### src/design/sae_pkg.sv
package sae_pkg;
  // ****************************************
  // Register map, byte addresses
  // ****************************************
  localparam int         ADDR_W        = 5;
  localparam logic [4:0] OFS_CMD       = 5'h00; // Command write
  localparam logic [4:0] OFS_PARAM     = 5'h04; // Parameter word
  localparam logic [4:0] OFS_INTEN     = 5'h08; // Interrupt enables
  localparam logic [4:0] OFS_READBACK3 = 5'h0C; // Set enable state
  localparam logic [4:0] OFS_PIO       = 5'h10; // Pin and error view
  // ****************************************
  // Command codes
  // ****************************************
  localparam logic [7:0] CMD_ENABLE    = 8'h80; // Plus set mask
  localparam logic [7:0] CMD_DISABLE   = 8'h90; // Plus set mask
  localparam logic [7:0] CMD_ACTIVATE  = 8'hA0; // Plus set mask
  localparam logic [7:0] CMD_ERR_CLR   = 8'h79; // Error status clear
  localparam logic [7:0] CMD_PIO1      = 8'h21; // Pin mode setting
  localparam logic [7:0] CMD_PIO2      = 8'h22; // Pulse and error setting
  localparam logic [7:0] CMD_SET_CFG0  = 8'h26; // Set 0 config, +m
  // ****************************************
  // Field positions and values
  // ****************************************
  localparam int         POL_BIT       = 0;     // pulse_polarity
  localparam int         PW_LSB        = 4;     // pulse_width_code
  localparam int         ERROR_DISABLES_SETS_BIT     = 7;     // error_disables_sets
  localparam int         ACT_LSB       = 4;     // action_code
  localparam int         REP_BIT       = 15;    // repeat_flag
  localparam int         INTEN_LSB     = 12;    // Set interrupt bits
  localparam logic [1:0] PIO_MODE_SYNC = 2'h3;  // Sync pulse on pin
  localparam logic [3:0] TRIG_CMP      = 4'h1;  // Compare became true
  localparam logic [4:0] ACT_SYNC_PLS  = 5'h09; // Sync pulse action
  localparam logic [2:0] PW_MAX        = 3'h7;  // Code of 1 ms
  localparam logic [3:0] RST_ENABLE    = 4'h0;  // All set interrupts disabled
  localparam logic [15:0] RST_WORD     = 16'h0000;
  // ****************************************
  // Timing
  // ****************************************
  localparam int         PULSE_TIME_US = 1000;  // Longest pulse, us
  localparam int         CLK_MHZ       = 250;   // mclk rate
  localparam int         PULSE_CYC     = PULSE_TIME_US * CLK_MHZ;

  // Set mask of a command if it lies in the range of base
  function automatic logic [3:0] cmd_mask(input logic [7:0] code,
                                          input logic [7:0] base);
    cmd_mask = (code[7:4] == base[7:4]) ? code[3:0] : 4'h0;
  endfunction
endpackage

### src/design/sae_ctrl.sv
`timescale 1ns/10ps
// Operation
// - Disabled set ignores its activation factor
// - Reset leaves all four sets disabled
// - Disable command mask disables selected sets
// - Enable command mask enables selected sets
// - Activation command fires selected sets together
// - Unselected sets keep state, fire only on own compare factor
// - Disable by command, error, or one-shot
// - Readback low nibble shows enable state
// - Interrupt enable bits gate activation interrupts
// - Compare to action takes two clocks
// - Codes select compare trigger, pulse action
// - Pin mode three drives sync pulse
// - Width code seven gives longest pulse
// - Latched error blocks enables until cleared
// - Repeat flag keeps set enabled after firing
module sae_ctrl
  import sae_pkg::*;
#(
  parameter int PULSE_CYC_P = PULSE_CYC, // Widest pulse, cycles
  parameter int CNT_W       = 18         // Pulse counter width
) (
  input  wire logic              mclk,            // 250 MHz clock
  input  wire logic              sys_rst,         // Async reset, high
  input  wire logic [ADDR_W-1:0] avs_address,     // Byte address
  input  wire logic              avs_read,        // Read request
  input  wire logic              avs_write,       // Write request
  input  wire logic [31:0]       avs_writedata,   // Write data
  input  wire logic [3:0]        avs_byteenable,  // Byte lanes
  output logic      [31:0]       avs_readdata,    // Read data
  output logic                   avs_waitrequest, // Stall
  input  wire logic [3:0]        cmp_true,        // Compare levels
  input  wire logic              error_in,        // Axis error level
  output logic      [3:0]        action_fire,     // Action strobes
  output logic                   sync_irq,        // Activation irq
  output logic                   io_pin_0_o,      // Pin level
  output logic                   io_pin_0_oe_n    // Pin drive, low
);
  // ****************************************
  // Bus handshake
  // ****************************************
  logic        ack_q;     // Answer cycle marker
  logic [31:0] rd_data;   // Read mux output
  logic        next_ack;  // Next answer marker

  // Every access waits exactly one cycle
  assign next_ack        = (avs_read | avs_write) & ~ack_q;
  assign avs_waitrequest = (avs_read | avs_write) & ~ack_q;

  wire do_wr   = avs_write & ack_q;  // Write takes effect here
  wire rd_take = avs_read & ~ack_q;  // Capture read data here

  // Answer marker and registered read data
  always_ff @(posedge mclk or posedge sys_rst) begin
    if (sys_rst) begin
      ack_q        <= 1'b0;
      avs_readdata <= 32'h0000_0000;
    end else begin
      ack_q <= next_ack;
      if (rd_take) begin
        avs_readdata <= rd_data;
      end
    end
  end

  // ****************************************
  // Address decode
  // ****************************************
  wire sel_cmd   = (avs_address == OFS_CMD);       // Command
  wire sel_param = (avs_address == OFS_PARAM);     // Parameter
  wire sel_inten = (avs_address == OFS_INTEN);     // Irq enables
  wire sel_rb3   = (avs_address == OFS_READBACK3); // Enable state
  wire sel_pio   = (avs_address == OFS_PIO);       // Pin view

  // ****************************************
  // Software registers
  // ****************************************
  logic [15:0] param_low_reg;   // Parameter for set commands
  logic [3:0]  int_enable_reg;  // Irq enable of sets 3..0
  logic [7:0]  command_write_reg; // Last command code
  logic [1:0]  pio_mode_field;  // Pin mode
  logic [2:0]  pulse_width_code;// Pulse width select
  logic        pulse_polarity;  // 0 is positive logic
  logic        error_disables_sets; // Error kills sets
  logic        err_flag;        // Latched error status
  logic        err_q;           // Previous error level
  logic        next_err;        // Next error status

  // Command only counts with the low lane written
  wire       cmd_wr = do_wr & sel_cmd & avs_byteenable[0];
  wire [7:0] code   = avs_writedata[7:0];

  // Error edge and clear command
  wire err_rise = error_in & ~err_q;
  wire err_clr  = cmd_wr & (code == CMD_ERR_CLR);
  wire err_dis  = err_rise & error_disables_sets;

  // A new error wins over a clear in the same cycle
  assign next_err = err_rise | (err_flag & ~err_clr);

  // Enables are refused while the error stands
  wire en_block = error_disables_sets & err_flag;

  // Set masks, zero for other codes
  wire [3:0] en_mask  = cmd_wr ? cmd_mask(code, CMD_ENABLE)   : 4'h0;
  wire [3:0] dis_mask = cmd_wr ? cmd_mask(code, CMD_DISABLE)  : 4'h0;
  wire [3:0] act_mask = cmd_wr ? cmd_mask(code, CMD_ACTIVATE) : 4'h0;

  // Enable gated by error; disable includes error kill
  wire [3:0] en_go  = en_block ? 4'h0 : en_mask;
  wire [3:0] dis_go = dis_mask | {4{err_dis}};

  // Parameter register, per byte lane
  always_ff @(posedge mclk or posedge sys_rst) begin
    if (sys_rst) begin
      param_low_reg <= RST_WORD;
    end else if (do_wr && sel_param) begin
      if (avs_byteenable[0]) begin
        param_low_reg[7:0] <= avs_writedata[7:0];
      end
      if (avs_byteenable[1]) begin
        param_low_reg[15:8] <= avs_writedata[15:8];
      end
    end
  end

  // Interrupt enables live in byte lane 1 only
  always_ff @(posedge mclk or posedge sys_rst) begin
    if (sys_rst) begin
      int_enable_reg <= RST_ENABLE;
    end else if (do_wr && sel_inten && avs_byteenable[1]) begin
      int_enable_reg <= avs_writedata[INTEN_LSB+3:INTEN_LSB];
    end
  end

  // Pin settings latch from the parameter at command time
  always_ff @(posedge mclk or posedge sys_rst) begin
    if (sys_rst) begin
      command_write_reg   <= 8'h00;
      pio_mode_field      <= 2'h0;
      pulse_width_code    <= 3'h0;
      pulse_polarity      <= 1'b0;
      error_disables_sets <= 1'b0;
    end else if (cmd_wr) begin
      command_write_reg <= code;
      if (code == CMD_PIO1) begin
        pio_mode_field <= param_low_reg[1:0];
      end else if (code == CMD_PIO2) begin
        pulse_polarity      <= param_low_reg[POL_BIT];
        pulse_width_code    <= param_low_reg[PW_LSB+2:PW_LSB];
        error_disables_sets <= param_low_reg[ERROR_DISABLES_SETS_BIT];
      end
    end
  end

  // Error status follows the axis error edge
  always_ff @(posedge mclk or posedge sys_rst) begin
    if (sys_rst) begin
      err_q    <= 1'b0;
      err_flag <= 1'b0;
    end else begin
      err_q    <= error_in;
      err_flag <= next_err;
    end
  end

  // ****************************************
  // Action sets
  // ****************************************
  logic [3:0] hit;          // Factor detected per set
  logic [3:0] enable_state; // Enable per set
  logic [3:0] pulse_act;    // Set action is sync pulse

  // Unselected mask bits leave a set alone
  for (genvar m = 0; m < 4; m++) begin : g_set
    sae_slot u_slot (
      .mclk      (mclk),
      .sys_rst   (sys_rst),
      .cfg_load  (cmd_wr && (code == CMD_SET_CFG0 + 8'(m))),
      .cfg_word  (param_low_reg),
      .en_cmd    (en_go[m]),
      .dis_cmd   (dis_go[m]),
      .act_cmd   (act_mask[m]),
      .cmp_true  (cmp_true[m]),
      .hit       (hit[m]),
      .fire      (action_fire[m]),
      .enabled   (enable_state[m]),
      .pulse_act (pulse_act[m])
    );
  end

  // Interrupt rides on the action strobe
  assign sync_irq = |(action_fire & int_enable_reg);

  // ****************************************
  // Sync pulse output
  // ****************************************
  logic pulse;  // Stretched pulse
  logic pin_q;  // Registered pin level

  wire pin_sync  = (pio_mode_field == PIO_MODE_SYNC);
  wire pls_start = |(action_fire & pulse_act);

  sae_pulse #(
    .CNT_W    (CNT_W),
    .FULL_CYC (PULSE_CYC_P)
  ) u_pulse (
    .mclk       (mclk),
    .sys_rst    (sys_rst),
    .start      (pls_start),
    .width_code (pulse_width_code),
    .pulse      (pulse)
  );

  // Idle level is the inactive polarity
  always_ff @(posedge mclk or posedge sys_rst) begin
    if (sys_rst) begin
      pin_q <= 1'b0;
    end else begin
      pin_q <= pin_sync ? (pulse ^ pulse_polarity) : 1'b0;
    end
  end

  assign io_pin_0_o    = pin_q;
  // Pin released unless in sync pulse mode
  assign io_pin_0_oe_n = ~pin_sync;

  // ****************************************
  // Read mux
  // ****************************************
  always_comb begin
    rd_data = 32'h0000_0000;
    if (sel_cmd) begin
      rd_data[7:0] = command_write_reg;
    end else if (sel_param) begin
      rd_data[15:0] = param_low_reg;
    end else if (sel_inten) begin
      rd_data[INTEN_LSB+3:INTEN_LSB] = int_enable_reg;
    end else if (sel_rb3) begin
      rd_data[3:0] = enable_state;
    end else if (sel_pio) begin
      rd_data[9:0] = {err_flag, error_disables_sets, pulse_width_code,
                      pulse_polarity, 2'h0, pio_mode_field};
    end
  end

  wire [3:0] act_sel = act_mask & enable_state;
endmodule

### src/design/sae_slot.sv
`timescale 1ns/10ps
module sae_slot
  import sae_pkg::*;
(
  input  wire logic        mclk,      // System clock
  input  wire logic        sys_rst,   // Async reset, high
  input  wire logic        cfg_load,  // Load set configuration
  input  wire logic [15:0] cfg_word,  // Configuration word
  input  wire logic        en_cmd,    // Enable this set
  input  wire logic        dis_cmd,   // Disable this set
  input  wire logic        act_cmd,   // Activate by command
  input  wire logic        cmp_true,  // Compare condition level
  output logic             hit,       // Factor detected
  output logic             fire,      // Action strobe
  output logic             enabled,   // Enable state
  output logic             pulse_act  // Action is sync pulse
);
  logic [3:0] trig;   // trigger_code
  logic [4:0] act;    // action_code
  logic       repeat_flag;    // repeat_flag
  logic       cmp_q;  // Previous compare level
  logic       next_en;

  // Compare factor fires on the false to true change only
  wire factor   = (trig == TRIG_CMP) & cmp_true & ~cmp_q;
  wire next_hit = enabled & (factor | act_cmd);
  assign pulse_act = (act == ACT_SYNC_PLS);

  // Disable beats enable; an enable beats one-shot completion
  always_comb begin
    next_en = enabled;
    if (dis_cmd) begin
      next_en = 1'b0;
    end else if (en_cmd) begin
      next_en = 1'b1;
    end else if (hit && !repeat_flag) begin
      next_en = 1'b0;
    end
  end

  // One clock to detect, one to act
  always_ff @(posedge mclk or posedge sys_rst) begin
    if (sys_rst) begin
      {trig, act, repeat_flag} <= '0;
      cmp_q   <= 1'b0;
      hit     <= 1'b0;
      fire    <= 1'b0;
      enabled <= 1'b0;
    end else begin
      if (cfg_load) begin
        trig <= cfg_word[ACT_LSB-1:0];
        act  <= cfg_word[ACT_LSB+4:ACT_LSB];
        repeat_flag  <= cfg_word[REP_BIT];
      end
      cmp_q   <= cmp_true;
      hit     <= next_hit;
      fire    <= hit;
      enabled <= next_en;
    end
  end
endmodule

### src/design/sae_pulse.sv
`timescale 1ns/10ps
module sae_pulse
  import sae_pkg::*;
#(
  parameter int CNT_W    = 18,       // Counter width
  parameter int FULL_CYC = PULSE_CYC // Cycles of the widest pulse
) (
  input  wire logic       mclk,       // System clock
  input  wire logic       sys_rst,    // Async reset, high
  input  wire logic       start,      // Start or retrigger
  input  wire logic [2:0] width_code, // pulse_width_code
  output logic            pulse       // High while running
);
  logic [CNT_W-1:0] cnt; // Remaining cycles

  // Each lower code halves the width
  wire [CNT_W-1:0] load_val = CNT_W'(FULL_CYC) >> (PW_MAX - width_code);

  always_ff @(posedge mclk or posedge sys_rst) begin
    if (sys_rst) begin
      cnt <= '0;
    end else if (start) begin
      cnt <= load_val;
    end else if (cnt != '0) begin
      cnt <= cnt - 1'b1;
    end
  end

  assign pulse = (cnt != '0);
endmodule

### config.mk
export PLATFORM = sky130hd
export DESIGN_NAME = sae_ctrl
export DESIGN_NICKNAME = d
export VERILOG_FILES = /design/src/design/sae_pkg.sv /design/src/design/sae_ctrl.sv /design/src/design/sae_slot.sv /design/src/design/sae_pulse.sv
export SDC_FILE = /design/constraint.sdc
export NUM_CORES = 1
export LEC_CHECK = 0
export BUFFER_PORTS_ARGS = -buffer_cell sky130_fd_sc_hd__buf_2
export CAP_MARGIN = 20
export CORE_MARGIN = 2
export CORE_UTILIZATION = 57
export CTS_CLUSTER_DIAMETER = 60
export DETAILED_ROUTE_END_ITERATION = 12
export MAX_ROUTING_LAYER = met4
export PLACE_DENSITY = 0.79
export SLEW_MARGIN = 0
export SYNTH_ARGS = -nofsm -noshare
export SYNTH_HDL_FRONTEND = slang
export SYNTH_SLANG_ARGS = --single-unit
### constraint.sdc
create_clock -name mclk -period 5.1 [get_ports mclk]
set_input_delay 1.02 -clock mclk [delete_from_list [all_inputs] [get_ports mclk]]
set_output_delay 1.02 -clock mclk [all_outputs]
set_load 0.02 [all_outputs]
==> results of run 1 <==
worst max-delay path, stage by stage:
cell	delay, ps
buf_2	100
or3_1	510
nor3_4	760
and3_1	340
and4_1	550
mux2_2	400
report_power, final:
group          leakage [nW]  internal (mW)  switching [mW]
sequential             1.76           1.07          0.0362
combinational          1.36          0.134           0.200
clock                 0.279          0.791           0.450
total                  3.40           1.99           0.686
per-layer routing:
metal  vias up  track usage, %
met2       128            40.1
met5         -               -
met4         0            11.9
li1       1857               -
met1      2115            32.5
met3        29            5.46
worst max path at each step:
stage,to
after global placement,g_set[0].u_slot.trig[3]$_DFFE_PP0P_
final,g_set[0].u_slot.trig[3]$_DFFE_PP0P_
after CTS,g_set[0].u_slot.trig[3]$_DFFE_PP0P_
after global routing,g_set[0].u_slot.act[2]$_DFFE_PP0P_
after floorplan,ack_q$_DFF_PP0_
after detailed placement,g_set[1].u_slot.repeat_flag$_DFFE_PP0P_
kinds of logic (layout without fill, tap and decap cells):
kind of cell	after synthesis	in the layout
DFF	129	129
AOI/OAI and AO/OA	77	77
adders and majority gates	6	6
buffers and inverters	53	104
xor gates and xnor gates	16	16
muxes	80	80
and+or+nand+nor	128	128
other	1	16
cell usage in the layout, fill, tap and decap left out, drive strengths merged, types with 3 or more instances in the layout:
cell type  count
nor3          10
a221oi         5
buf           59
a22oi          4
nor4           3
nor2          23
bufinv         4
and3           3
clkinvlp       6
o22ai         12
and4           5
o21ai         20
mux2          76
xor2           7
conb          16
nand3         15
xnor2          9
nand2b         7
a32oi          6
a221o          4
dfrtp        129
nand2         24
nor2b          6
a21boi         4
a21oi          6
nor3b          6
mux2i          4
clkinv         3
inv           14
nand3b         5
a21o           3
nand4          3
a311oi         5
nor4b          5
clkbuf        18
ha             6
cell type report:
type | instances | share of cell area, %
clock buffers | 18 | 6.09
clock inverters | 14 | 2.75
inverters | 13 | 0.747
multi-input cells | 323 | 36.4
flip-flops and latches | 129 | 47.0
well taps | 136 | 2.48
repair buffers | 59 | 4.45
==> parameters.txt, run 1 <==
Parameter                              Value

Status
  Outcome ... finished clean

CTS
  Cts repair resizes ... 0
  Maximum root-to-sink buffer count ... 2
  TritonCTS buffer count ... 17
  H-tree Lvls ... 4
  Post-CTS Setup Inserts ... 0
  CTS tree ... yes
  Hold-fix buffers at CTS ... 0
  Clock transition at the registers of the reported paths ... roughly 60 ps
  TritonCTS sink count ... 129
  Root Buffer Master ... clkbuf_8
  Clock latency of the later-clocked register in the worst-skew pair ... 530 ps

Route
  DR vias ... 4129
  Met2 Routed Length ... between 6000 and 7000 um
  Highest metal layer with signal wires ... met4
  Ratio of routed vias to standard cells ... 5.97
  Final wirelength ... 13100 um
  First-pass iteration count of the detailed router ... 5
  Number of DRC markers in iteration 0 ... approximately 200
  Post-route DRC violation count ... 0
  Wire length on met1 ... approximately 5600 um
  Average routed wire per standard cell ... 18.9 um
  Total met3 wirelength after detailed routing ... 711 um
  Post-DRT Antenna Nets ... 0

Logic synthesis
  Area share of fa/ha/maj cells after synthesis ... 1.26%
  Cell with the most instances after synthesis ... dfrtp_1
  Part of the Yosys area used for sequential elements ... 54.1%
  Top FF cell, synth ... dfrtp_1
  Mux contribution to synthesized area ... 15.6%
  Yosys Warn Count ... 0
  Top cell types by occurrence after synthesis ... 129 x dfrtp_1, 66 x mux2_2, 23 x nand2_1, 23 x nor2_1, 22 x buf_4
  Unique cell type count in the Yosys netlist ... between 50 and 60
  XOR/XNOR Fraction of Synth Area ... approximately 2.3%
  Combinational family with the most area after synthesis ... multiplexers
  Dominant cells by area after synthesis ... dfrtp_1 54%, mux2_2 12%, buf_4 2.8%
  Number of synthesized flops with an enable pin ... 0
  Simple-Gate Fraction of Synth Area ... 12.6%
  Cell count after synthesis ... 490
  Number of flip-flops and latches in the synthesized netlist ... 129
  Post-synth design cell area ... 5960 um^2
  Asr flop ratio synth ... 100%
  Cell type contributing the most total cell area after synthesis ... dfrtp_1
  Yosys top cell area share ... 54.1%
  Average cell area after synthesis ... about 12 um^2
  Compound-gate portion of the synthesized area ... 8.94%

Critical path
  Worst Setup Path Type ... in2reg
  R2r endpoint ... u_pulse.cnt[4]$_DFFE_PP0P_
  Max Fanout on Critical Path ... 21
  Worst endpoint data arrival time ... roughly 3700 ps
  Crit start category ... input pin
  Required time worst endpoint ... 5510 ps
  Beginning of the worst register-to-register path ... u_pulse.cnt[2]$_DFFE_PP0P_
  Launch point of the critical path ... avs_address[1]
  Flop2flop setup slack ... 2340 ps
  R2r worst-path depth ... 5
  Kind of end point of the critical path ... flip-flop

Min path
  Type of the tightest min-delay check ... reg2reg
  Instance count along the most critical hold path ... 0
  Worst hold endpoint ... g_set[1].u_slot.fire$_DFF_PP0_
  Launch instance of the worst min-delay path ... g_set[1].u_slot.hit$_DFF_PP0_

Placed design
  DP Cell Count ... 660
  Weighted congestion reported at the end of routability-driven placement ... 0.905
  Instance area at placement ... 6260 um^2
  Dpl hpwl ... ~9000 um
  Number of buffers inserted by port buffering ... 55
  Worst slack at placement ... between 1000 and 1500 ps

Timing
  Final Skew ... 6.30 ps
  Post-Route Hold Slack ... 379 ps
  Total setup violations reported at the end of the flow ... 0
  Unrepaired setup endpoints after global routing ... no
  Sum of negative setup slack ... 0 ps
  Slew @ Worst Pin ... 913 ps
  Hold Fails Final Rpt ... 0
  Max Clock Freq ... 0.304 GHz
  Crit path time final ... roughly 3300 ps
  Post-route worst setup slack ... 1810 ps
  Final Max Slew Viols ... 0
  Final period util ... 64.4%
  Slew margin rel. ... slightly below 40%

Final layout
  Diodes inserted ... 0
  Max FFs per register ... 20
  Registers with the most flip-flops ... g_set.u_slot.act (20), u_pulse.cnt (18)
  Share of post-route cells with drive strength above 1 ... a little under a third
  Number of nets in the layout ... 599
  Top register by number of flip-flops ... g_set.u_slot.act
  Final non-filler cell area ... 6860 um^2
  Area Growth Syn to Fin ... 15.1%
  Final core utilization ... 67.1%
  FF+latch area ... 3230 um^2
  Area of combinational cells with multiple inputs ... 2500 um^2
  Number of fill cells ... 787
  Number of standard cells in the layout, taps in and fillers out ... just under 700

Global route
  Global-route wire length before repair ... about 21000 um
  Antenna violations before repair ... 0
  Via count of the first global-routing pass ... roughly 4200
  Pin count of the biggest net entering global routing ... 70
  Overflow after GRT ... 0
  GRT Overall Usage ... 25.7%

Power
  PnR Total Power ... 2.68 mW
  P per Cell Area ... 391 nW/um^2
  Maximum vdd drop ... approximately 0.37 mV
  Static power due to leakage ... 3.40 nW

Floorplan
  Initial Utilization ... 58.3%
  Die area ... 11300 um^2
  Width of the chip ... 106 um
  Core area ... 10200 um^2
  Cell Rows ... 37
  Chip height ... ~110 um
  Number of I/O pins ... 90

Job
  # Max-Cap Violations ... 0
No activity file was read; power rests on OpenSTA's default activity.
==> run 2, diff against run 1 <==
- ABC_AREA: unset -> 1
- clock period: 5.1 -> 3.1 ns (I/O delays scaled with it)
==> run 2 against run 1 <==
Register-to-register slack worse by 1200 ps. Global-route usage is 1.8 points higher. Sequential cell count is the same. Combinational power decreased by 34%. Setup slack worse by 710 ps. Non-clock buffer count unchanged. Highest routed layer unchanged.
==> parameters.txt, run 2 <==
Parameter                              Value

CTS
  Cts repair resizes ... 0 (unchanged)
  Post-CTS Setup Inserts ... 0 (unchanged)
  CTS tree ... yes (unchanged)
  Root Buffer Master ... clkbuf_8 (unchanged)
  TritonCTS sink count ... 129 (unchanged)
  H-tree Lvls ... 4 (unchanged)
  Clock latency of the later-clocked register in the worst-skew pair ... 540 ps (was 530 ps)
  Maximum root-to-sink buffer count ... 2 (unchanged)
  Clock transition at the registers of the reported paths ... 60 ps (about the same)
  TritonCTS buffer count ... 17 (unchanged)
  Hold-fix buffers at CTS ... 0 (unchanged)

Final layout
  Final non-filler cell area ... 7090 um^2 (was 6860 um^2)
  Registers with the most flip-flops ... g_set.u_slot.act (20), u_pulse.cnt (18) (unchanged)
  Top register by number of flip-flops ... g_set.u_slot.act (unchanged)
  Commonest cells after routing, fill and taps aside ... 216 x nand2_1, 129 x dfrtp_1, 87 x inv_1, 58 x nor2_1, 55 x buf_2 (was 129 x dfrtp_1, 66 x mux2_2, 55 x buf_2, 23 x nor2_1, 23 x nand2_1)
  Final core utilization ... 65.7% (was 67.1%)
  Max FFs per register ... 20 (unchanged)
  Number of nets in the layout ... 876 (was 599)
  Diodes inserted ... 0 (unchanged)
  Area Growth Syn to Fin ... 13.2% (was 15.1%)
  Most frequent standard cell in the layout excluding fill and tap cells ... nand2_1 (was dfrtp_1)
  Share of post-route cells with drive strength above 1 ... 13.6% (was 31.7%)
  Number of standard cells in the layout, taps in and fillers out ... 971 (was 692)

Timing
  Final Max Slew Viols ... 0 (unchanged)
  Sum of negative setup slack ... 0 ps (unchanged)
  Final Skew ... 8.95 ps (was 6.30 ps)
  Post-route worst setup slack ... 1110 ps (was 1810 ps)
  Slew margin rel. ... 47.3% (was 39.0%)
  Total setup violations reported at the end of the flow ... 0 (unchanged)
  Hold Fails Final Rpt ... 0 (unchanged)
  Crit path time final ... 1990 ps
  Max Clock Freq ... about 0.50 GHz
  Post-Route Hold Slack ... 199 ps (was 379 ps)
  Unrepaired setup endpoints after global routing ... no (unchanged)
  Final period util ... between 60% and 70%
  Slew @ Worst Pin ... 783 ps (was 913 ps)

Logic synthesis
  Asr flop ratio synth ... 100% (unchanged)
  Number of synthesized flops with an enable pin ... 0 (unchanged)
  Post-synth design cell area ... 6260 um^2 (was 5960 um^2)
  Yosys Warn Count ... 0 (unchanged)
  Top cell types by occurrence after synthesis ... 216 x nand2_1, 129 x dfrtp_1, 88 x inv_1, 58 x nor2_1, 49 x o21ai_0 (was 129 x dfrtp_1, 66 x mux2_2, 23 x nand2_1, 23 x nor2_1, 22 x buf_4)
  Dominant cells by area after synthesis ... dfrtp_1 52%, nand2_1 13%, inv_1 5.3% (was dfrtp_1 54%, mux2_2 12%, buf_4 2.8%)
  Number of flip-flops and latches in the synthesized netlist ... 129 (unchanged)
  Cell count after synthesis ... 765 (was 490)
  Top FF cell, synth ... dfrtp_1 (unchanged)
  Cell type contributing the most total cell area after synthesis ... dfrtp_1 (unchanged)
  Cell with the most instances after synthesis ... nand2_1 (was dfrtp_1)
  Part of the Yosys area used for sequential elements ... 51.5% (was 54.1%)
  Unique cell type count in the Yosys netlist ... 37 (was 55)
  Yosys top cell area share ... 51.5% (was 54.1%)
  Average cell area after synthesis ... 8.19 um^2 (was 12.2 um^2)

Critical path
  Required time worst endpoint ... 2480 ps (was 5510 ps)
  Cell chain of the critical path ... nand2_1 -> nand4_1 -> buf_2 (was buf_2 -> or3_1 -> nor3_4 -> and3_1 -> and4_1 -> mux2_2)
  Crit start category ... flip-flop (was input pin)
  Number of cells on the critical path ... 3 (was 6)
  Worst Setup Path Type ... reg2out (was in2reg)
  Kind of end point of the critical path ... primary output (was flip-flop)
  Largest stage delay, worst path ... 450 ps (was 760 ps)
  Worst endpoint data arrival time ... 1370 ps (was 3700 ps)
  Max Fanout on Critical Path ... 3 (was 21)
  Flop2flop setup slack ... 1110 ps (was 2340 ps)
  R2r worst-path depth ... 7 (was 5)
  Master of the slowest instance on the critical path ... dfrtp_1 (was nor3_4)
  CP top delay family ... flip-flops (was simple AND/OR/NAND/NOR gates)
  Number of buffers and inverters on the critical path ... 1 (unchanged)

Status
  Outcome ... finished clean (unchanged)

Route
  Post-route DRC violation count ... 0 (unchanged)
  Ratio of routed vias to standard cells ... 5.36 (was 5.97)
  Number of DRC markers in iteration 0 ... 402 (was 197)
  DR vias ... 5203 (was 4129)
  Post-DRT Antenna Nets ... 0 (unchanged)
  Average routed wire per standard cell ... 15.0 um (was 18.9 um)
  Final wirelength ... 14600 um (was 13100 um)
  First-pass iteration count of the detailed router ... 6 (was 5)

Global route
  GRT Overall Usage ... 27.5% (was 25.7%)
  Global-route wire length before repair ... 23900 um (was 21400 um)
  Via count of the first global-routing pass ... 4980 (was 4202)
  Pin count of the biggest net entering global routing ... 52 (was 70)
  Overflow after GRT ... 0 (unchanged)
  Antenna violations before repair ... 0 (unchanged)

Floorplan
  Number of I/O pins ... 90 (unchanged)
  Width of the chip ... 109 um (was 106 um)
  Chip height ... 109 um (was 106 um)
  Initial Utilization ... 58.0% (was 58.3%)
  Core area ... 10800 um^2 (was 10200 um^2)
  Cell Rows ... 38 (was 37)
  Die area ... 11800 um^2 (was 11300 um^2)

Power
  Share of power burned in combinational logic ... 5.8% (was 12.5%)
  Relative contribution of sequential cells to total power ... 45.8% (was 41.2%)
  Maximum vdd drop ... 0.340 mV (was 0.368 mV)
  Switching portion of total power ... 22.9% (was 25.6%)
  PnR Total Power ... 3.84 mW (was 2.68 mW)
  Static power due to leakage ... 3.70 nW (was 3.40 nW)
  Clock group share of total power ... 48.5% (was 46.3%)
  Switching power ... 0.880 mW (was 0.686 mW)
  P per Cell Area ... 541 nW/um^2 (was 391 nW/um^2)
  Internal power of the cells ... 2.96 mW (was 1.99 mW)

Job
  # Max-Cap Violations ... 0 (unchanged)

Placed design
  Dpl hpwl ... 10400 um (was 9050 um)
  Worst slack at placement ... 660 ps (was 1320 ps)
  Weighted congestion reported at the end of routability-driven placement ... 0.909 (was 0.905)
  DP Cell Count ... 941 (was 660)
  Instance area at placement ... 6550 um^2 (was 6260 um^2)
  Number of buffers inserted by port buffering ... 55 (unchanged)

Min path
  Type of the tightest min-delay check ... in2async (was reg2reg)
## run 2: layout make-up
| class | count | area, um^2 |
|---|---|---|
| inverters | 93 | 363 |
| clock inverters | 7 | 85.1 |
| fillers | 893 | 3700 |
| flip-flops and latches | 129 | 3230 |
| repair buffers | 59 | 318 |
| well taps | 140 | 175 |
| clock buffers | 23 | 457 |
| multi-input cells | 520 | 2460 |
## run 2: logic make-up after synthesis
group,after synthesis,share of synthesized area (%)
mux,1,0.180
other cells,1,0.0599
xor+xnor,3,0.420
buf+inv,131,10.0
simple gates,351,24.6
fa+ha+maj,6,1.20
compound gates,143,12.0
flops,129,51.5
## run 2: power groups by stage
stage | Clock [mW] | Sequential (mW) | Combinational (mW)
floorplan | 0 | 1.78 | 0.148
global placement | 0 | 1.78 | 0.216
detailed placement | 0 | 1.78 | 0.222
CTS | 1.87 | 1.75 | 0.224
global route | 1.94 | 1.76 | 0.251
finish | 1.86 | 1.76 | 0.221
## run 2: worst register-to-register path: stages (launching register included)
cell      delay (ps)
dfrtp_1          370
nand2_1           70
nor2_1           220
nand2_4          190
clkinv_4         120
nand3_1          530
nand2_1          240
o21ai_1          100
## run 2: final timing paths
path / startpoint / end
setup / recovery: g_set[3].u_slot.fire$_DFF_PP0_ / sync_irq
hold / removal: sys_rst / g_set[3].u_slot.act[3]$_DFFE_PP0P_
setup reg to reg: ack_q$_DFF_PP0_ / g_set[0].u_slot.act[2]$_DFFE_PP0P_
hold reg to reg: g_set[1].u_slot.hit$_DFF_PP0_ / g_set[1].u_slot.fire$_DFF_PP0_
max in group asynchronous: sys_rst / g_set[0].u_slot.act[0]$_DFFE_PP0P_
min in group mclk: error_in / err_q$_DFF_PP0_
## run 2: metal layers
metal | share of wire, % | global-route usage (%)
met1 | 42 | 33.0
met2 | 50 | 45.4
met3 | 5.2 | 7.11
met4 | 2.2 | 9.25
met5 | 0 | -
==> run 3, diff against run 2 <==
- clock period: 3.1 -> 2 ns (I/O delays scaled with it)
==> run 3 against run 2 <==
Clock power grew 64%. Count of clock-buffer cells in the layout unchanged. Sequential cell count stayed put. Hold slack got worse by 180 ps. Sequential share of layout area fell by 0.91 points. Total power increased by 60%. Combinational power rose by 59%. Sequential power rose by 55%. Clock skew shrank 2.5 ps. Critical path depth unchanged. Via count grew 4.6%. Die area unchanged. Largest cell class unchanged.
==> parameters.txt, run 3 (same netlist as run 2, synthesis figures left out) <==
Parameter                              Value

Route
  Highest metal layer with signal wires ... met4 (unchanged)
  DR vias ... 5442 (was 5203)
  Met2 Routed Length ... 7810 um (was 7350 um)
  Post-DRT Antenna Nets ... 0 (unchanged)
  Final wirelength ... 15400 um (was 14600 um)
  Average routed wire per standard cell ... 15.7 um (was 15.0 um)
  Total met3 wirelength after detailed routing ... 968 um (was 753 um)
  Wire length on met1 ... 6180 um (was 6150 um)
  Ratio of routed vias to standard cells ... 5.54 (was 5.36)
  Post-route DRC violation count ... 0 (unchanged)
  Number of DRC markers in iteration 0 ... 600 (was 402)
  First-pass iteration count of the detailed router ... 7 (was 6)

CTS
  Root Buffer Master ... clkbuf_8 (unchanged)
  Post-CTS Setup Inserts ... 0 (unchanged)
  H-tree Lvls ... 4 (unchanged)
  Maximum root-to-sink buffer count ... 2 (unchanged)
  Clock transition at the registers of the reported paths ... 60 ps (about the same)
  TritonCTS buffer count ... 17 (unchanged)
  CTS tree ... yes (unchanged)
  Clock latency of the later-clocked register in the worst-skew pair ... 510 ps (was 540 ps)
  TritonCTS sink count ... 129 (unchanged)

Critical path
  Crit start category ... flip-flop (unchanged)
  Max Fanout on Critical Path ... 3 (unchanged)
  Beginning of the worst register-to-register path ... u_pulse.cnt[0]$_DFFE_PP0P_ (was ack_q$_DFF_PP0_)
  Cell chain of the critical path ... nand2_1 -> nand4_1 -> buf_2 (unchanged)
  Worst endpoint data arrival time ... 1390 ps (was 1370 ps)
  Worst Setup Path Type ... reg2out (unchanged)
  Kind of end point of the critical path ... primary output (unchanged)
  Launch point of the critical path ... g_set[3].u_slot.fire$_DFF_PP0_ (unchanged)
  Required time worst endpoint ... 1600 ps (was 2480 ps)
  CP top delay family ... flip-flops (unchanged)
  Master of the slowest instance on the critical path ... dfrtp_1 (unchanged)
  Largest stage delay, worst path ... 450 ps (about the same)
  Number of buffers and inverters on the critical path ... 1 (unchanged)

Status
  Outcome ... finished clean (unchanged)

Timing
  Post-Route Hold Slack ... 14.7 ps (was 199 ps)
  Total setup violations reported at the end of the flow ... 0 (unchanged)
  Post-route worst setup slack ... 206 ps (was 1110 ps)
  Sum of negative setup slack ... 0 ps (unchanged)
  Crit path time final ... about 1800 ps
  Slew @ Worst Pin ... 626 ps (was 783 ps)
  Final Skew ... 6.48 ps (was 8.95 ps)
  Slew margin rel. ... 57.9% (was 47.3%)
  Hold Fails Final Rpt ... 0 (unchanged)
  Final period util ... 89.7%
  Max Clock Freq ... 0.557 GHz
  Final Max Slew Viols ... 0 (unchanged)
  Unrepaired setup endpoints after global routing ... no (unchanged)

Global route
  GRT Overall Usage ... 28.2% (was 27.5%)
  Pin count of the biggest net entering global routing ... 111 (was 52)
  Via count of the first global-routing pass ... 5346 (was 4980)
  Global-route wire length before repair ... 24900 um (was 23900 um)
  Overflow after GRT ... 0 (unchanged)
  Antenna violations before repair ... 0 (unchanged)

Final layout
  Registers with the most flip-flops ... g_set.u_slot.act (20), u_pulse.cnt (18) (unchanged)
  Commonest cells after routing, fill and taps aside ... 216 x nand2_1, 129 x dfrtp_1, 87 x inv_1, 58 x nor2_1, 55 x buf_2 (unchanged)
  Diodes inserted ... 0 (unchanged)
  Area Growth Syn to Fin ... 15.5% (was 13.2%)
  Number of fill cells ... 842 (was 893)
  Share of post-route cells with drive strength above 1 ... 14.7% (was 13.6%)
  Final core utilization ... 67.0% (was 65.7%)
  Top register by number of flip-flops ... g_set.u_slot.act (unchanged)
  Most frequent standard cell in the layout excluding fill and tap cells ... nand2_1 (unchanged)
  Number of nets in the layout ... 889 (was 876)
  Max FFs per register ... 20 (unchanged)

Min path
  Type of the tightest min-delay check ... in2reg (was in2async)
  Launch instance of the worst min-delay path ... cmp_true[3]

Power
  P per Cell Area ... 847 nW/um^2 (was 541 nW/um^2)
  Static power due to leakage ... 3.78 nW (was 3.70 nW)
  Maximum vdd drop ... 0.589 mV (was 0.340 mV)

Floorplan
  Die area ... 11800 um^2 (unchanged)
  Initial Utilization ... 58.0% (unchanged)
  Cell Rows ... 38 (unchanged)
  Number of I/O pins ... 90 (unchanged)
  Width of the chip ... 109 um (unchanged)
  Core area ... 10800 um^2 (unchanged)
  Chip height ... 109 um (unchanged)

Placed design
  Worst slack at placement ... 186 ps (was 660 ps)
  Dpl hpwl ... 10700 um (was 10400 um)
  Number of buffers inserted by port buffering ... 55 (unchanged)
  Weighted congestion reported at the end of routability-driven placement ... 0.900 (was 0.909)

Job
  # Max-Cap Violations ... 0 (unchanged)
[run 3: per-stage QoR]
| step | power (mW) | instance area (um^2) | instances |
|---|---|---|---|
| 2_1_floorplan | 2.99 | 6320 | 780 |
| 3_3_place_gp | 3.10 | 6620 | 951 |
| 3_5_place_dp | 3.11 | 6620 | 951 |
| 4_1_cts | 6.14 | 7220 | 982 |
| 5_1_grt | 6.32 | 7230 | 983 |
| 6_report | 6.13 | 7230 | 983 |
[run 3: cell type report]
class	instances	area (um^2)	share of cell area, %
Multi-Input combinational cell	520	2460	34.1
Clock inverter	6	105	1.45
Tap cell	140	175	2.42
Sequential cell	129	3230	44.6
Timing Repair Buffer	72	423	5.85
Inverter	93	363	5.02
Clock buffer	23	477	6.59
[run 3: final timing paths]
path | to | slack [ps] | depth (start not counted)
setup / recovery | sync_irq | 210 | 3
hold / removal | g_set[3].u_slot.cmp_q$_DFF_PP0_ | 10 | 1
setup reg to reg | u_pulse.cnt[1]$_DFFE_PP0P_ | 250 | 10
hold reg to reg | g_set[2].u_slot.fire$_DFF_PP0_ | 370 | 0
max in group asynchronous | command_write_reg[7]$_DFFE_PP0P_ | 950 | 4
min in group asynchronous | g_set[0].u_slot.act[1]$_DFFE_PP0P_ | 510 | 4
[run 3: worst reg2reg max path: stages (launching register included)]
cell	delay [ps]
dfrtp_1	400
inv_1	80
ha_1	220
nand2_1	110
nor2_2	210
nand2_1	90
nor2_2	160
nand2_2	110
clkinv_4	160
nand2_1	70
nand2_1	70
[run 3: routing by layer]
layer | track usage (%) | vias up
li1 | - | 2542
met1 | 32.9 | 2610
met2 | 46.6 | 237
met3 | 7.05 | 53
met4 | 12.4 | 0
met5 | - | -
[run 3: what timing repair did]
action,4_1_cts,5_1_grt
hold buffers,2,1
resized for setup,0,0
hold endpoints to repair,20,1
[run 3: where the power goes]
group	internal (mW)	total [mW]	leakage (nW)	switching [mW]
clock	2.00	3.05	0.290	1.05
combinational	0.0957	0.352	1.77	0.256
sequential	2.68	2.72	1.72	0.0410
